`src/rtl/admc_pkg.sv`:
```
// Purpose: Shared constants for the audio DAC mode-control register bank
// Assumes: Control port pins are sampled synchronously to clk
// Notes:   Indexes are the 7-bit register indexes of the control word
package admc_pkg;

    // Control word layout (16 bits, MSB first)
    localparam int         WORD_BITS    = 16;
    localparam int         HDR_BITS     = 8;
    localparam logic [4:0] CNT_HDR_LAST = 5'h07;
    localparam logic [4:0] CNT_FIRST_RD = 5'h08;
    localparam logic [4:0] CNT_LAST     = 5'h0F;

    // Register indexes
    localparam logic [6:0] IDX_ATTEN_L  = 7'h10;
    localparam logic [6:0] IDX_ATTEN_R  = 7'h11;
    localparam logic [6:0] IDX_FORMAT   = 7'h12;
    localparam logic [6:0] IDX_OUT_CTRL = 7'h13;
    localparam logic [6:0] IDX_MODE     = 7'h14;
    localparam logic [6:0] IDX_ZERO_OUT = 7'h15;
    localparam logic [6:0] IDX_ZFLAGS   = 7'h16;
    localparam logic [6:0] IDX_NODE_ID  = 7'h17;
    localparam int         NUM_RW       = 6;

    // Reset values of the writable registers
    localparam logic [7:0] RST_ATTEN    = 8'hFF;
    localparam logic [7:0] RST_FORMAT   = 8'h50;
    localparam logic [7:0] RST_OUT_CTRL = 8'h00;
    localparam logic [7:0] RST_MODE     = 8'h00;
    localparam logic [7:0] RST_ZERO_OUT = 8'h01;

    // Writable-bit masks; reserved bits read as zero
    localparam logic [7:0] MASK_FULL     = 8'hFF;
    localparam logic [7:0] MASK_MODE     = 8'h7F;
    localparam logic [7:0] MASK_ZERO_OUT = 8'h07;

    // Format/emphasis/mute register fields
    localparam int B_LOAD  = 7;
    localparam int B_FORM  = 4;
    localparam int B_RATE  = 2;
    localparam int B_EMPH  = 1;
    localparam int B_MUTE  = 0;
    // Output/filter register fields
    localparam int B_INV   = 7;
    localparam int B_STEP  = 5;
    localparam int B_DIS   = 4;
    localparam int B_ZPIN  = 3;
    localparam int B_BYST  = 2;
    localparam int B_ROLL  = 1;
    localparam int B_IZM   = 0;
    // Mode register fields
    localparam int B_SRES  = 6;
    localparam int B_STRM  = 5;
    localparam int B_BYP   = 4;
    localparam int B_MONO  = 3;
    localparam int B_SRC   = 2;
    localparam int B_OVS   = 0;
    // Zero-output register fields
    localparam int B_SZO   = 1;
    localparam int B_PZO   = 0;

    // Field defaults used while a mode ignores a field, and the attenuation mute code limit
    localparam logic [2:0] FORM_I2S24   = 3'h5;
    localparam logic [1:0] RATE_OFF     = 2'h0;
    localparam logic [1:0] OVS_X64      = 2'h0;
    localparam logic [7:0] ATTEN_MUTE_MAX = 8'h0E;

    // Serial port sequencer states
    typedef enum logic [1:0] {
        ST_IDLE  = 2'b00,
        ST_SHIFT = 2'b01,
        ST_DONE  = 2'b10
    } admc_port_state_t;

endpackage : admc_pkg

```
`src/rtl/admc_regs.sv`:
```
// Purpose: Mode-control register bank of a stereo audio converter
// Assumes: Control port pins and status inputs synchronous to clk
// Notes:   Settings are driven to the datapath gated by input mode
//
// Contract
// - Word top bit 1 reads, 0 writes
// - Indexes 22 and 23 ignore writes
// - Per-channel attenuation codes, reset 0 dB
// - Load enable resets disabled, gates attenuation
// - Format field, reset 24-bit I2S
// - De-emphasis rate and enable reset disabled
// - Stream mode reinterprets rate and oversample fields
// - Soft mute resets off, PCM only
// - Phase invert resets normal, all modes
// - Converter disable bit resets enabled
// - Zero pin function resets data input
// - Bypass stereo select resets mono
// - Rolloff select resets sharp
// - Infinite zero mute resets disabled
// - Soft system reset resets normal
// - Stream mode enable resets disabled
// - Filter bypass resets internal filter
// - Mono and source select reset stereo/left
// - Oversample field resets to x64
// - PCM zero out on, stream zero off
// - Index 22 reports per-channel zero flags
// - Index 23 returns 5-bit node identifier
// - Attenuation follows registers only while enabled in PCM mode
// - Codes 0 to 14 mean mute
// - Format codes 110 and 111 reserved
// - De-emphasis rate code mapping
`timescale 1ns/10ps
module admc_regs
    import admc_pkg::*;
(
    // Clock and reset
    input  wire logic       clk,
    input  wire logic       reset,
    // Control port pins
    input  wire logic       ms_n,
    input  wire logic       mc,
    input  wire logic       mdi,
    output logic            mdo,
    // Datapath status
    input  wire logic       left_zero_detect,
    input  wire logic       right_zero_detect,
    input  wire logic [4:0] node_identifier,
    // Attenuation
    output logic [7:0]      left_atten_level,
    output logic [7:0]      right_atten_level,
    output logic            left_atten_mute,
    output logic            right_atten_mute,
    output logic [1:0]      atten_step_rate,
    // Format and filtering
    output logic [2:0]      audio_format_sel,
    output logic [1:0]      deemph_rate_sel,
    output logic            deemph_enable,
    output logic            soft_mute,
    output logic            rolloff_sel,
    output logic            bypass_stereo_sel,
    // Output control
    output logic            phase_invert,
    output logic            converter_disable,
    output logic            zero_pin_function,
    output logic            infinite_zero_mute,
    // Mode selection
    output logic            soft_system_reset,
    output logic            one_bit_stream_mode,
    output logic            filter_bypass,
    output logic            mono_mode,
    output logic            mono_source_sel,
    output logic [1:0]      oversample_rate_sel,
    output logic [1:0]      fir_perf_sel,
    output logic [1:0]      fir_rate_sel,
    // Zero output control
    output logic            pcm_zero_out_enable,
    output logic [1:0]      stream_zero_out_sel
);

    // Writable register storage, indexed from the first index
    logic [7:0] ctrl_reg [NUM_RW];
    logic [7:0] ctrl_next [NUM_RW];
    logic [1:0] zflag_reg, zflag_next;     // Sampled zero flags
    logic [4:0] node_reg, node_next;       // Sampled identifier

    // Port signals
    logic [6:0] cmd_index;                 // Latched index
    logic       cmd_rw;                    // Latched read flag
    logic       wr_valid;                  // Write strobe
    logic [7:0] wr_data;                   // Write data
    logic [7:0] rd_data;                   // Readback value

    // Applied settings
    logic [7:0] attl_reg, attl_next;
    logic [7:0] attr_reg, attr_next;
    logic       mutel_reg, mutel_next;
    logic       muter_reg, muter_next;
    logic [1:0] step_reg, step_next;
    logic [2:0] form_reg, form_next;
    logic [1:0] rate_reg, rate_next;
    logic       emph_reg, emph_next;
    logic       smute_reg, smute_next;
    logic       roll_reg, roll_next;
    logic       byst_reg, byst_next;
    logic       inv_reg, inv_next;
    logic       dis_reg, dis_next;
    logic       zpin_reg, zpin_next;
    logic       izm_reg, izm_next;
    logic       sres_reg, sres_next;
    logic       strm_reg, strm_next;
    logic       byp_reg, byp_next;
    logic       mono_reg, mono_next;
    logic       src_reg, src_next;
    logic [1:0] ovs_reg, ovs_next;
    logic [1:0] firp_reg, firp_next;
    logic [1:0] firr_reg, firr_next;
    logic       pzo_reg, pzo_next;
    logic [1:0] szo_reg, szo_next;

    // Mode decode from stored bits
    logic       mode_stream;
    logic       mode_bypass;
    logic       mode_pcm;

    // True for an index that holds a writable register
    function automatic logic is_rw_index(input logic [6:0] idx);
        is_rw_index = (idx >= IDX_ATTEN_L) && (idx <= IDX_ZERO_OUT);
    endfunction : is_rw_index

    // Reset value per writable slot
    function automatic logic [7:0] reset_value(input int slot);
        case (slot)
            0, 1:    reset_value = RST_ATTEN;
            2:       reset_value = RST_FORMAT;
            3:       reset_value = RST_OUT_CTRL;
            4:       reset_value = RST_MODE;
            5:       reset_value = RST_ZERO_OUT;
            default: reset_value = 8'h00;
        endcase
    endfunction : reset_value

    // Writable-bit mask per index
    function automatic logic [7:0] write_mask(input logic [6:0] idx);
        case (idx)
            IDX_MODE:     write_mask = MASK_MODE;
            IDX_ZERO_OUT: write_mask = MASK_ZERO_OUT;
            default:      write_mask = MASK_FULL;
        endcase
    endfunction : write_mask

    // Codes at or below the mute limit silence the channel
    function automatic logic is_mute(input logic [7:0] level);
        is_mute = (level <= ATTEN_MUTE_MAX);
    endfunction : is_mute

    // Control port framer
    admc_serial_port u_port (
        .clk       (clk),
        .reset     (reset),
        .ms_n      (ms_n),
        .mc        (mc),
        .mdi       (mdi),
        .mdo       (mdo),
        .rd_data   (rd_data),
        .cmd_index (cmd_index),
        .cmd_rw    (cmd_rw),
        .wr_valid  (wr_valid),
        .wr_data   (wr_data)
    );

    // Readback multiplexer
    always_comb begin
        rd_data = 8'h00;
        if (is_rw_index(cmd_index)) begin
            rd_data = ctrl_reg[3'(cmd_index - IDX_ATTEN_L)];
        end else if (cmd_index == IDX_ZFLAGS) begin
            rd_data = {6'h00, zflag_reg};
        end else if (cmd_index == IDX_NODE_ID) begin
            rd_data = {3'h0, node_reg};
        end
    end

    // Register writes; read-only and unlisted indexes fall through
    always_comb begin
        for (int i = 0; i < NUM_RW; i++) begin
            ctrl_next[i] = ctrl_reg[i];
        end
        if (wr_valid && !cmd_rw && is_rw_index(cmd_index)) begin
            ctrl_next[3'(cmd_index - IDX_ATTEN_L)] =
                wr_data & write_mask(cmd_index);
        end
        zflag_next = {right_zero_detect, left_zero_detect};
        node_next  = node_identifier;
    end

    // Register storage
    always_ff @(posedge clk) begin
        if (reset) begin
            for (int i = 0; i < NUM_RW; i++) begin
                ctrl_reg[i] <= reset_value(i);
            end
            zflag_reg <= 2'h0;
            node_reg  <= 5'h00;
        end else begin
            for (int i = 0; i < NUM_RW; i++) begin
                ctrl_reg[i] <= ctrl_next[i];
            end
            zflag_reg <= zflag_next;
            node_reg  <= node_next;
        end
    end

    // Input mode; stream mode wins over bypass if both are set
    assign mode_stream = ctrl_reg[4][B_STRM];
    assign mode_bypass = ~mode_stream
                       & ctrl_reg[4][B_BYP];
    assign mode_pcm    = ~mode_stream & ~mode_bypass;

    // Applied settings derived from stored bits and mode
    always_comb begin
        // Attenuation holds until load is enabled in PCM mode
        attl_next = attl_reg;
        attr_next = attr_reg;
        if (mode_pcm && ctrl_reg[2][B_LOAD]) begin
            attl_next = ctrl_reg[0];
            attr_next = ctrl_reg[1];
        end
        mutel_next = is_mute(attl_next);
        muter_next = is_mute(attr_next);
        step_next  = ctrl_reg[3][B_STEP +: 2];

        // Format used by PCM and bypass modes
        form_next = FORM_I2S24;
        if (!mode_stream) begin
            form_next = ctrl_reg[2][B_FORM +: 3];
        end

        // Rate field is de-emphasis in PCM, FIR quality in stream
        rate_next = RATE_OFF;
        firp_next = RATE_OFF;
        if (mode_pcm) begin
            rate_next = ctrl_reg[2][B_RATE +: 2];
        end else if (mode_stream) begin
            firp_next = ctrl_reg[2][B_RATE +: 2];
        end
        emph_next  = mode_pcm & ctrl_reg[2][B_EMPH];
        smute_next = mode_pcm & ctrl_reg[2][B_MUTE];
        roll_next  = mode_pcm & ctrl_reg[3][B_ROLL];
        byst_next  = mode_bypass & ctrl_reg[3][B_BYST];

        // Output controls
        inv_next  = ctrl_reg[3][B_INV];
        dis_next  = ctrl_reg[3][B_DIS];
        zpin_next = ~mode_stream & ctrl_reg[3][B_ZPIN];
        izm_next  = ~mode_stream & ctrl_reg[3][B_IZM];

        // Mode controls
        sres_next = ctrl_reg[4][B_SRES];
        strm_next = mode_stream;
        byp_next  = mode_bypass;
        mono_next = ctrl_reg[4][B_MONO];
        src_next  = ctrl_reg[4][B_SRC];

        // Oversample field is FIR operation rate in stream mode
        ovs_next  = OVS_X64;
        firr_next = OVS_X64;
        if (mode_stream) begin
            firr_next = ctrl_reg[4][B_OVS +: 2];
        end else begin
            ovs_next = ctrl_reg[4][B_OVS +: 2];
        end

        // Zero output controls
        pzo_next = ctrl_reg[5][B_PZO];
        if (mode_stream) begin
            pzo_next = 1'b0;
        end
        szo_next = RATE_OFF;
        if (mode_stream) begin
            szo_next = ctrl_reg[5][B_SZO +: 2];
        end
    end

    // Applied-setting registers
    always_ff @(posedge clk) begin
        if (reset) begin
            attl_reg  <= RST_ATTEN;
            attr_reg  <= RST_ATTEN;
            mutel_reg <= 1'b0;
            muter_reg <= 1'b0;
            step_reg  <= 2'h0;
            form_reg  <= FORM_I2S24;
            rate_reg  <= RATE_OFF;
            firp_reg  <= RATE_OFF;
            emph_reg  <= 1'b0;
            smute_reg <= 1'b0;
            roll_reg  <= 1'b0;
            byst_reg  <= 1'b0;
            inv_reg   <= 1'b0;
            dis_reg   <= 1'b0;
            zpin_reg  <= 1'b0;
            izm_reg   <= 1'b0;
            sres_reg  <= 1'b0;
            strm_reg  <= 1'b0;
            byp_reg   <= 1'b0;
            mono_reg  <= 1'b0;
            src_reg   <= 1'b0;
            ovs_reg   <= OVS_X64;
            firr_reg  <= OVS_X64;
            pzo_reg   <= 1'b1;
            szo_reg   <= RATE_OFF;
        end else begin
            attl_reg  <= attl_next;
            attr_reg  <= attr_next;
            mutel_reg <= mutel_next;
            muter_reg <= muter_next;
            step_reg  <= step_next;
            form_reg  <= form_next;
            rate_reg  <= rate_next;
            firp_reg  <= firp_next;
            emph_reg  <= emph_next;
            smute_reg <= smute_next;
            roll_reg  <= roll_next;
            byst_reg  <= byst_next;
            inv_reg   <= inv_next;
            dis_reg   <= dis_next;
            zpin_reg  <= zpin_next;
            izm_reg   <= izm_next;
            sres_reg  <= sres_next;
            strm_reg  <= strm_next;
            byp_reg   <= byp_next;
            mono_reg  <= mono_next;
            src_reg   <= src_next;
            ovs_reg   <= ovs_next;
            firr_reg  <= firr_next;
            pzo_reg   <= pzo_next;
            szo_reg   <= szo_next;
        end
    end

    // Datapath outputs
    assign left_atten_level    = attl_reg;
    assign right_atten_level   = attr_reg;
    assign left_atten_mute     = mutel_reg;
    assign right_atten_mute    = muter_reg;
    assign atten_step_rate     = step_reg;
    assign audio_format_sel    = form_reg;
    assign deemph_rate_sel     = rate_reg;
    assign deemph_enable       = emph_reg;
    assign soft_mute           = smute_reg;
    assign rolloff_sel         = roll_reg;
    assign bypass_stereo_sel   = byst_reg;
    assign phase_invert        = inv_reg;
    assign converter_disable   = dis_reg;
    assign zero_pin_function   = zpin_reg;
    assign infinite_zero_mute  = izm_reg;
    assign soft_system_reset   = sres_reg;
    assign one_bit_stream_mode = strm_reg;
    assign filter_bypass       = byp_reg;
    assign mono_mode           = mono_reg;
    assign mono_source_sel     = src_reg;
    assign oversample_rate_sel = ovs_reg;
    assign fir_perf_sel        = firp_reg;
    assign fir_rate_sel        = firr_reg;
    assign pcm_zero_out_enable = pzo_reg;
    assign stream_zero_out_sel = szo_reg;

endmodule : admc_regs

```
`src/rtl/admc_serial_port.sv`:
```
// Purpose: Four-wire control port framing: 16-bit word in, readback out
// Assumes: ms_n, mc, mdi synchronous to clk; mc phases at least 1 clock
// Notes:   Write pulse after 16th rising mc; readback from 8th falling mc
`timescale 1ns/10ps
module admc_serial_port
    import admc_pkg::*;
(
    // Clock and reset
    input  wire logic       clk,
    input  wire logic       reset,
    // Control port pins
    input  wire logic       ms_n,
    input  wire logic       mc,
    input  wire logic       mdi,
    output logic            mdo,
    // Register side
    input  wire logic [7:0] rd_data,
    output logic [6:0]      cmd_index,
    output logic            cmd_rw,
    output logic            wr_valid,
    output logic [7:0]      wr_data
);

    admc_port_state_t state_reg, state_next;   // Framing state
    logic [4:0]  cnt_reg, cnt_next;            // Rising edges seen
    logic [15:0] in_sr_reg, in_sr_next;        // Incoming word
    logic [6:0]  out_sr_reg, out_sr_next;      // Remaining readback
    logic [6:0]  idx_reg, idx_next;            // Latched index
    logic        rw_reg, rw_next;              // Latched read flag
    logic        wr_reg, wr_next;              // Write pulse
    logic        mdo_reg, mdo_next;            // Serial output bit
    logic        mc_prev_reg;                  // Previous mc level
    logic        mc_rise;
    logic        mc_fall;

    // Edge detect on the sampled bit clock
    assign mc_rise = mc & ~mc_prev_reg;
    assign mc_fall = ~mc & mc_prev_reg;

    // Next-state logic of the framer
    always_comb begin
        state_next  = state_reg;
        cnt_next    = cnt_reg;
        in_sr_next  = in_sr_reg;
        out_sr_next = out_sr_reg;
        idx_next    = idx_reg;
        rw_next     = rw_reg;
        wr_next     = 1'b0;
        mdo_next    = mdo_reg;
        case (state_reg)
            ST_IDLE: begin
                // Wait for select to go low
                cnt_next = 5'h00;
                mdo_next = 1'b0;
                if (!ms_n) begin
                    state_next = ST_SHIFT;
                end
            end
            ST_SHIFT: begin
                if (ms_n) begin
                    // Aborted frame: nothing is written
                    state_next = ST_IDLE;
                end else if (mc_rise) begin
                    in_sr_next = {in_sr_reg[14:0], mdi};
                    cnt_next   = cnt_reg + 5'h01;
                    if (cnt_reg == CNT_HDR_LAST) begin
                        // Header complete: top bit selects read
                        rw_next  = in_sr_reg[6];
                        idx_next = {in_sr_reg[5:0], mdi};
                    end
                    if (cnt_reg == CNT_LAST) begin
                        // Latch data only for a write
                        wr_next    = ~rw_reg;
                        state_next = ST_DONE;
                    end
                end else if (mc_fall && rw_reg
                             && cnt_reg >= CNT_FIRST_RD) begin
                    // Readback shifts out MSB first
                    if (cnt_reg == CNT_FIRST_RD) begin
                        mdo_next    = rd_data[7];
                        out_sr_next = rd_data[6:0];
                    end else begin
                        mdo_next    = out_sr_reg[6];
                        out_sr_next = {out_sr_reg[5:0], 1'b0};
                    end
                end
            end
            ST_DONE: begin
                // Select must return high before the next word
                if (ms_n) begin
                    state_next = ST_IDLE;
                end
            end
            default: begin
                state_next = ST_IDLE;
            end
        endcase
    end

    // Framer registers
    always_ff @(posedge clk) begin
        if (reset) begin
            state_reg   <= ST_IDLE;
            cnt_reg     <= 5'h00;
            in_sr_reg   <= 16'h0000;
            out_sr_reg  <= 7'h00;
            idx_reg     <= 7'h00;
            rw_reg      <= 1'b0;
            wr_reg      <= 1'b0;
            mdo_reg     <= 1'b0;
            mc_prev_reg <= 1'b0;
        end else begin
            state_reg   <= state_next;
            cnt_reg     <= cnt_next;
            in_sr_reg   <= in_sr_next;
            out_sr_reg  <= out_sr_next;
            idx_reg     <= idx_next;
            rw_reg      <= rw_next;
            wr_reg      <= wr_next;
            mdo_reg     <= mdo_next;
            mc_prev_reg <= mc;
        end
    end

    // Outputs straight from flops
    assign mdo       = mdo_reg;
    assign cmd_index = idx_reg;
    assign cmd_rw    = rw_reg;
    assign wr_valid  = wr_reg;
    assign wr_data   = in_sr_reg[7:0];

endmodule : admc_serial_port

```
`config.mk`:
```
export PLATFORM = sky130hd
export DESIGN_NAME = admc_regs
export DESIGN_NICKNAME = d
export VERILOG_FILES = /design/src/rtl/admc_pkg.sv /design/src/rtl/admc_regs.sv /design/src/rtl/admc_serial_port.sv
export SDC_FILE = /design/constraint.sdc
export NUM_CORES = 1
export LEC_CHECK = 0
export BUFFER_PORTS_ARGS = -buffer_cell sky130_fd_sc_hd__buf_2
export CAP_MARGIN = 20
export CELL_PAD_IN_SITES_DETAIL_PLACEMENT = 0
export CELL_PAD_IN_SITES_GLOBAL_PLACEMENT = 1
export CORE_MARGIN = 4
export CORE_UTILIZATION = 35
export DETAILED_ROUTE_END_ITERATION = 10
export GPL_ROUTABILITY_DRIVEN = 0
export PLACE_DENSITY_LB_ADDON = 0.05
export SYNTH_ARGS = -nofsm -noshare
export SYNTH_HDL_FRONTEND = slang
export SYNTH_SLANG_ARGS = --single-unit
```
`constraint.sdc`:
```
create_clock -name clk -period 2.21 [get_ports clk]
set_input_delay 0.221 -clock clk [delete_from_list [all_inputs] [get_ports clk]]
set_output_delay 0.221 -clock clk [all_outputs]
set_load 0.005 [all_outputs]
```
==> flow_summary.yaml, run 1 <==
drt:
  met1Wirelength_um: 7010
  drt_iter0_drc: 205
  drt_first_pass_iters: 4
  drc: 0
  met2_length_um: 6630
  routed.top_layer: "met4"
  wire_per_inst_um: 17.1
  num_vias: 4232
  wl_met3_um: 572
  routed_wl_um: 14400
  via_per_inst: 5.05
  postRouteAntennaNets: 0
placement:
  dpl.hpwl_um: 10300
  dp_slack_ns: 0.215
  dpl.cell_count: 805
  place_area_mm2: 0.00600
  port_buffers: 59
floorplanning:
  die_area_mm2: 0.0175
  core_mm2: 0.0152
  pin_count: 60
  die-width_um: 132
  rows: 45
  start_util_pct: 35.7
  die_h_um: 132
grt:
  grt_pass1_vias: 4064
  grt_max_degree: 61
  overflow: 0
  grt_use_total_pct: 16.6
  antenna_found_initial: 0
  grt_pass1_wl_um: 22900
synthesis:
  synth_area_leaders: "dfxtp_1, a211o_1, nor2b_1"
  yosysSeqAreaShare_pct: 51.0
  syn-cell-area_mm2: 0.00542
  yosysTopAreaCell: "dfxtp_1"
  async_reset_ff_share_pct: 0
  yosysUniqueCellTypes: 49
  yosysWarnings: 0
  yosys_register_bits: 138
  synth_nets: 584
  netlist.area_leader.share_pct: 51.0
  synth_edf_count: 0
  synth_cells: 569
  postSynthAreaPerCell_um2: 9.53
  synthFlopType: "dfxtp_1"
finish:
  final.fill_count: 1494
  num_antenna_cells: 0
  final_area_mm2: 0.00667
  drive_gt1_share_pct: 21.1
  stdcell_count: 838
  area.sequential_mm2: 0.00276
  multi_input_area_mm2: 0.00248
  fin_nets: 653
  largest_reg_flops: 48
  area_delta_synth_final_pct: 23.0
cts:
  numCtsBuffers: 17
  htreeDepth: 4
  cts_tree: "done"
  clkSlewWorstSetupHoldPaths_ns: 0.06
  postCtsSetupRepairBufs: 0
  clk_latency_ns: 0.42
  clock_path_buffers: 2
  cts_root_buf: "clkbuf_16"
  clock-sinks: 138
sta:
  tightest_slew_ns: 0.661
  clock.fmax_mhz: 506
  min_period_over_period_pct: 89.5
  hold_violations: 0
  maxSlewViolCount: 0
  fin_ws_ns: 0.233
  rsz0062_at_grt: "no"
  slew-limit-headroom_pct: 56.0
  period_needed_ns: 1.98
  final.setup.tns_ns: 0
  fin_worst_skew_ns: 0.00991
  final-setup-viol-count: 0
setup_path:
  crit_path_max_fanout: 7
  reg2regPathDepth: 5
  start_kind: "register"
  r2r-start: "u_port.cmd_index[3]$_SDFFE_PP0N_"
  cp-end-kind: "register"
  worstPathArrival_ns: 2.33
  worst-setup-path-type: "reg2reg"
  cp-startpoint: "u_port.cmd_index[3]$_SDFFE_PP0N_"
  rr_endpoint: "u_port.out_sr_reg[0]$_SDFFE_PP0P_"
  worstSetupEndpoint: "u_port.out_sr_reg[0]$_SDFFE_PP0P_"
  r2r_setup_slack_ns: 0.23
  cp_data_required_time_ns: 2.56
job:
  drv_cap: 0
power_and_ir_drop:
  ir_drop_mv: 0.623
  power.density_mw_per_mm2: 850
  power_leakage_nw: 2.58
run_status:
  outcome: "completed"
hold_path:
  min_path_type: "in2reg"
-- cell type report --
| cell class | count | share of cell area, % |
|---|---|---|
| Inverter | 6 | 0.338 |
| Clock buffer | 21 | 7.21 |
| Timing Repair Buffer | 86 | 7.77 |
| Sequential cell | 138 | 41.4 |
| Clock inverter | 10 | 2.46 |
| Tap cell | 188 | 3.53 |
| Multi-Input combinational cell | 389 | 37.2 |
-- synth_stat cells, drive strengths merged (4+ instances only) --
library cell / number
and3: 11
dfxtp: 138
a211o: 35
a21oi: 30
nor2: 52
nand2: 59
clkbuf: 29
o21ai: 8
a221oi: 4
mux2: 14
nand4: 8
buf: 7
a31oi: 6
nand3: 12
a211oi: 6
inv: 5
nor3: 16
nor2b: 41
and2: 23
a21o: 5
o221ai: 4
mux2i: 22
-- how the worst min path moves through the flow --
stage | startpoint | to | slack, ns | cells after the start
final | node_identifier[2] | node_reg[2]$_SDFF_PP0_ | 0.01 | 2
after global routing | node_identifier[1] | node_reg[1]$_SDFF_PP0_ | 0.02 | 2
after CTS | node_identifier[2] | node_reg[2]$_SDFF_PP0_ | 0.0006 | 2
after detailed placement | ms_n | u_port.state_reg[1]$_SDFFE_PP0P_ | 0.44 | 2
after global placement | ms_n | u_port.state_reg[1]$_SDFFE_PP0P_ | 0.43 | 2
after floorplan | ms_n | u_port.state_reg[1]$_SDFFE_PP0P_ | 0.30 | 1
-- metal layers --
metal  vias to the layer above  GRT usage (%)
li1                       2131              -
met1                      2023           23.5
met2                        66           25.4
met3                        12           4.33
met4                         0           4.21
met5                         -              0
-- power breakdown --
part	internal, mW	total, mW	leakage, nW	switching [mW]
Clock	2.00	3.08	0.304	1.08
Sequential	2.50	2.50	1.12	0.00680
Combinational	0.0260	0.0759	1.16	0.0500
Total	4.53	5.66	2.58	1.13
-- logic make-up after synthesis --
kind of cell | share of synthesized area (%)
flops | 51.0
fa+ha+maj | 0.693
buf+inv | 3.23
compound gates | 13.3
simple gates | 23.3
xor+xnor | 0.323
mux | 8.22
-- critical path, cell delays in order, from the launching register on --
cell     delay [ns]
dfxtp_1        0.32
or4b_1         0.55
buf_4          0.20
or2_4          0.25
or4_1          0.48
o21ai_1        0.12
-- stage by stage --
step | total power [mW] | utilization, % | hold slack [ns]
after global routing | 5.85 | 43.8 | 0.0158
final | 5.66 | 43.8 | 0.0125
after detailed placement | 2.63 | 39.5 | 0.436
after CTS | 5.72 | 43.8 | 0.000609
after floorplan | 2.60 | - | 0.297
after global placement | 2.63 | 39.5 | 0.430
-- cells in the final DEF, fill, tap and decap left out, types with 8 or more instances in the layout --
cell type | synthesis | routed
a211o_1 | 35 | 35
a21oi_1 | 30 | 30
and2_1 | 23 | 23
and3_1 | 11 | 11
buf_2 | 3 | 58
buf_4 | 3 | 25
clkbuf_16 | 0 | 17
dfxtp_1 | 138 | 138
mux2_2 | 14 | 14
mux2i_1 | 22 | 22
nand2_1 | 59 | 59
nand3_1 | 12 | 12
nand4_1 | 8 | 8
nor2_1 | 52 | 52
nor2b_1 | 41 | 41
nor3_1 | 13 | 13
-- what timing repair did --
action,in CTS,in global routing
hold buffers,2,0
hold endpoints to repair,2,0
resized for setup,0,0
No activity file was read; power rests on OpenSTA's default activity.
==> run 2: changes to the inputs <==
--- a/config.mk
+++ b/config.mk
@@ -12,3 +12,3 @@
 export CORE_MARGIN = 4
-export CORE_UTILIZATION = 35
+export CORE_UTILIZATION = 45
 export DETAILED_ROUTE_END_ITERATION = 10
--- a/constraint.sdc
+++ b/constraint.sdc
@@ -3,2 +3,2 @@
 set_output_delay 0.221 -clock clk [all_outputs]
-set_load 0.005 [all_outputs]
+set_load 0.05 [all_outputs]
==> run 2 against run 1 <==
Critical path depth is the same. Design area is essentially flat. Clock power grew 5%. Flip-flop and latch count is the same. Global-route usage grew 3.4 points. Hold slack lost 0.0025 ns. Via count grew 2.5%. Clock skew shrank 0.0038 ns. First-iteration DRC count grew 38%. Sequential power is essentially flat. Largest cell class unchanged. Highest routed layer unchanged.
==> flow_summary.yaml, run 2 (synthesis results as in run 1) <==
setup_path:
  critPathTopFamily: "simple AND/OR/NAND/NOR gates"
  worstPathArrival_ns: 2.39
  reg2regPathDepth: 5
  rr_endpoint: "u_port.out_sr_reg[0]$_SDFFE_PP0P_"
  critPathSlowestCell: "or4b_1"
  path_cells: "or4b_1 > buf_4 > or2_4 > or4_1 > o21ai_1"
  r2r_setup_slack_ns: 0.17
  cp-end-kind: "register"
  cp.depth: 5
  critPathBufInv: 1
  worstSetupEndpoint: "u_port.out_sr_reg[0]$_SDFFE_PP0P_"
  cp_slowest_stage_delay_ns: 0.60
  cp-startpoint: "u_port.cmd_index[3]$_SDFFE_PP0N_"
  r2r-start: "u_port.cmd_index[3]$_SDFFE_PP0N_"
  worst-setup-path-type: "reg2reg"
  start_kind: "register"
  crit_path_max_fanout: 5
  cp_data_required_time_ns: 2.56
cts:
  clkSlewWorstSetupHoldPaths_ns: 0.06
  cts_tree: "done"
  clk_latency_ns: 0.42
  clock-sinks: 138
  numCtsBuffers: 17
  htreeDepth: 4
  cts_root_buf: "clkbuf_16"
  clock_path_buffers: 2
drt:
  num_vias: 4336
  routed.top_layer: "met4"
  met1Wirelength_um: 6480
  postRouteAntennaNets: 0
  wire_per_inst_um: 17.3
  routed_wl_um: 13700
  via_per_inst: 5.45
  wl_met3_um: 540
  drt_iter0_drc: 282
  drt_first_pass_iters: 5
  drc: 0
  met2_length_um: 6480
grt:
  grt_pass1_wl_um: 21700
  grt_max_degree: 68
  grt_pass1_vias: 4013
  grt_use_total_pct: 20.0
  antenna_found_initial: 0
  overflow: 0
power_and_ir_drop:
  cellInternalPower_mw: 4.75
  comb_power_share_pct: 1.3
  power_leakage_nw: 2.61
  power_frac_seq_pct: 43.0
  p_sw_mw: 1.07
  p_sw_share_pct: 18.3
  ir_drop_mv: 0.493
  power.density_mw_per_mm2: 874
  pwr-share-clk_pct: 55.7
finish:
  drive_gt1_share_pct: 20.9
  final_util_pct: 57.3
  layout_commonest_cell: "dfxtp_1"
  final_area_mm2: 0.00666
  num_antenna_cells: 0
  fin_nets: 655
  largest_reg_flops: 48
  multi_input_area_mm2: 0.00248
  final_cell_mix: "dfxtp_1, nand2_1, buf_2, nor2_1, nor2b_1"
  final.fill_count: 1096
  area.sequential_mm2: 0.00276
  area_delta_synth_final_pct: 22.9
  stdcell_count: 795
floorplanning:
  rows: 39
  die_area_mm2: 0.0139
  start_util_pct: 46.7
  pin_count: 60
  core_mm2: 0.0116
  die_h_um: 118
  die-width_um: 118
sta:
  slew-limit-headroom_pct: 55.4
  min_period_over_period_pct: 92.5
  rsz0062_at_grt: "no"
  clock.fmax_mhz: 489
  period_needed_ns: 2.04
  fin_ws_ns: 0.166
  hold_violations: 0
  tightest_slew_ns: 0.669
  maxSlewViolCount: 0
  fin_worst_skew_ns: 0.00610
  final-setup-viol-count: 0
  final.setup.tns_ns: 0
placement:
  port_buffers: 59
  place_area_mm2: 0.00595
  dpl.hpwl_um: 9720
  dp_slack_ns: 0.104
  dpl.cell_count: 761
run_status:
  outcome: "completed"
hold_path:
  hold_path_startpoint: "node_identifier[4]"
  min_path_type: "in2reg"
job:
  drv_cap: 0
[run 2: stage by stage]
step,hold WS [ns],power [mW]
2_1_floorplan,0.297,2.60
3_3_place_gp,0.426,2.63
3_5_place_dp,0.432,2.63
4_1_cts,0.000185,5.87
5_1_grt,0.0120,5.99
6_report,0.0100,5.82
[run 2: routing by layer]
metal  track usage [%]  vias to the layer above
li1                  -                     2138
met1              26.5                     2086
met2              32.0                       95
met3              4.71                       17
met4              7.11                        0
met5                 0                        -
[run 2: cell type report]
cell class | instances | area share, %
Multi-Input combinational cell | 389 | 37.3
Clock buffer | 24 | 7.38
Inverter | 6 | 0.338
Tap cell | 143 | 2.69
Clock inverter | 7 | 2.78
Timing Repair Buffer | 88 | 8.04
Sequential cell | 138 | 41.5
[run 2: how the worst min path moves through the flow]
stage | cells past startpoint | end | slack [ns]
floorplan | 1 | u_port.state_reg[1]$_SDFFE_PP0P_ | 0.30
global placement | 2 | u_port.state_reg[1]$_SDFFE_PP0P_ | 0.43
detailed placement | 2 | u_port.state_reg[1]$_SDFFE_PP0P_ | 0.43
CTS | 2 | node_reg[4]$_SDFF_PP0_ | 0.0002
global route | 2 | node_reg[1]$_SDFF_PP0_ | 0.01
finish | 2 | node_reg[4]$_SDFF_PP0_ | 0.01
[run 2: timing repair]
item | in CTS | in global routing
hold buffers | 3 | 0
resized for setup | 0 | 1
setup endpoints to repair | 0 | 4
endpoints found under the hold margin | 3 | 0
setup buffers | 0 | 0
[run 2: power groups by stage]
stage / combinational, mW / clock, mW / sequential, mW
floorplan: 0.0495 / 0 / 2.55
global placement: 0.0713 / 0 / 2.56
detailed placement: 0.0729 / 0 / 2.56
CTS: 0.0768 / 3.29 / 2.51
global route: 0.0851 / 3.40 / 2.51
finish: 0.0755 / 3.24 / 2.51
==> run 3: changes to the inputs <==
==> constraint.sdc (replaced) <==
create_clock -name clk -period 2.21 [get_ports clk]
set_input_delay 0 -clock clk [delete_from_list [all_inputs] [get_ports clk]]
set_output_delay 0 -clock clk [all_outputs]
set_load 0.05 [all_outputs]
==> run 3 against run 2 <==
Count of clock-buffer cells in the layout is 5 lower. Clock skew is 0.0016 ns higher. Maximum frequency is 1.2% lower. Global-route usage is 0.21 points higher. Sequential share of layout area is 0.078 points higher. Register-to-register slack worse by 0.02 ns. Critical path depth stayed put. Critical path type unchanged. Critical endpoint unchanged. Highest routed layer unchanged.
==> flow_summary.yaml, run 3 (synthesis results as in run 1) <==
finish:
  multi_input_area_mm2: 0.00248
  area.sequential_mm2: 0.00276
  drive_gt1_share_pct: 21.0
  num_antenna_cells: 0
  stdcell_count: 801
  fin_nets: 661
  final_area_mm2: 0.00665
  area_delta_synth_final_pct: 22.6
  final.fill_count: 1053
  final_cell_mix: "dfxtp_1, nand2_1, buf_2, nor2_1, nor2b_1"
  final_util_pct: 57.2
  largest_reg_flops: 48
  layout_commonest_cell: "dfxtp_1"
drt:
  via_per_inst: 5.43
  num_vias: 4351
  drt_iter0_drc: 329
  drt_first_pass_iters: 5
  postRouteAntennaNets: 0
  routed_wl_um: 13600
  wire_per_inst_um: 17.0
  drc: 0
placement:
  dpl.hpwl_um: 9640
  dpl.cell_count: 760
  place_area_mm2: 0.00594
  port_buffers: 59
sta:
  min_period_over_period_pct: 93.6
  final.setup.tns_ns: 0
  fin_worst_skew_ns: 0.00771
  period_needed_ns: 2.07
  hold_violations: 0
  rsz0062_at_grt: "no"
  maxSlewViolCount: 0
  tightest_slew_ns: 0.669
  slew-limit-headroom_pct: 55.4
  clock.fmax_mhz: 483
  final-setup-viol-count: 0
grt:
  grt_pass1_wl_um: 22100
  antenna_found_initial: 0
  overflow: 0
  grt_use_total_pct: 20.2
  grt_pass1_vias: 4140
  grt_max_degree: 68
floorplanning:
  die_area_mm2: 0.0139
  start_util_pct: 46.7
  die_h_um: 118
  pin_count: 60
  rows: 39
  core_mm2: 0.0116
  die-width_um: 118
power_and_ir_drop:
  ir_drop_mv: 0.470
  p_total_mw: 5.46
  power.density_mw_per_mm2: 821
  power_leakage_nw: 2.60
setup_path:
  reg2regPathDepth: 5
  cp_data_required_time_ns: 2.56
  crit_path_max_fanout: 5
  worstSetupEndpoint: "u_port.out_sr_reg[0]$_SDFFE_PP0P_"
  worst-setup-path-type: "reg2reg"
  cp-startpoint: "u_port.cmd_index[3]$_SDFFE_PP0N_"
  worstPathArrival_ns: 2.42
  rr_endpoint: "u_port.out_sr_reg[0]$_SDFFE_PP0P_"
  r2r-start: "u_port.cmd_index[3]$_SDFFE_PP0N_"
  cp-end-kind: "register"
  start_kind: "register"
  r2r_setup_slack_ns: 0.14
cts:
  cts_root_buf: "clkbuf_16"
  clkSlewWorstSetupHoldPaths_ns: 0.06
  numCtsBuffers: 17
  clock-sinks: 138
  clock_path_buffers: 2
  htreeDepth: 4
  clk_latency_ns: 0.42
  postCtsSetupRepairBufs: 0
  cts_tree: "done"
hold_path:
  hold_path_startpoint: "reset"
  min_path_type: "in2reg"
job:
  drv_cap: 0
run_status:
  outcome: "completed"
[run 3: changes by cell type in the layout (fill, tap and decap cells not counted), sizes merged]
cell	delta
dlygate4sd3	+7
clkbuf	-5
bufinv	-3
clkinvlp	+4
clkinv	+4
buf	-1
[run 3: metrics by stage]
stage               setup slack, ns  hold WS [ns]
floorplan                     0.284        0.0759
global placement              0.119         0.205
detailed placement           0.0957         0.210
CTS                          0.0994        0.0979
global route                 0.0195         0.118
finish                        0.141        0.0985
[run 3: layout make-up]
class	count	share of cell area, %
clock buffer	19	6.81
timing repair buffer	94	9.00
inverter	6	0.339
tap	143	2.69
sequential	138	41.6
clock inverter	12	2.24
multi-input combinational	389	37.3
[run 3: worst min-delay path by stage]
stage / end / slack, ns / cells after the start
2_1_floorplan: u_port.state_reg[1]$_SDFFE_PP0P_ / 0.08 / 1
3_3_place_gp: u_port.state_reg[1]$_SDFFE_PP0P_ / 0.20 / 2
3_5_place_dp: u_port.state_reg[1]$_SDFFE_PP0P_ / 0.21 / 2
4_1_cts: u_port.cmd_index[6]$_SDFFE_PP0N_ / 0.1 / 2
5_1_grt: ctrl_reg[4][1]$_SDFFE_PP0P_ / 0.12 / 2
6_report: ctrl_reg[4][3]$_SDFFE_PP0P_ / 0.1 / 2
[run 3: routing by layer]
metal  vias to the layer above  track usage (%)  share of wire (%)
met5                         -                0                  0
met4                         0             9.45                2.6
met3                        22             5.24                6.2
met2                       136             31.5                 47
met1                      2046             26.2                 45
li1                       2147                -                  -
[run 3: where the power goes]
part           switching [mW]  leakage [nW]  internal, mW
logic                  0.0507          1.19        0.0340
registers             0.00687          1.12          2.50
clock network            1.05         0.287          1.82
[run 3: worst max-delay path: stages (launching register included)]
cell and delay [ns]:
dfxtp_1 0.32, or4b_1 0.61, buf_4 0.21, or2_4 0.25, or4_1 0.48, o21ai_1 0.12
[run 3: repair_timing]
item                                    in CTS  in global routing
endpoints found under the setup margin       0                  2
gates resized for setup                      0                  1
hold endpoints to repair                    13                  0
hold buffers                                10                  0
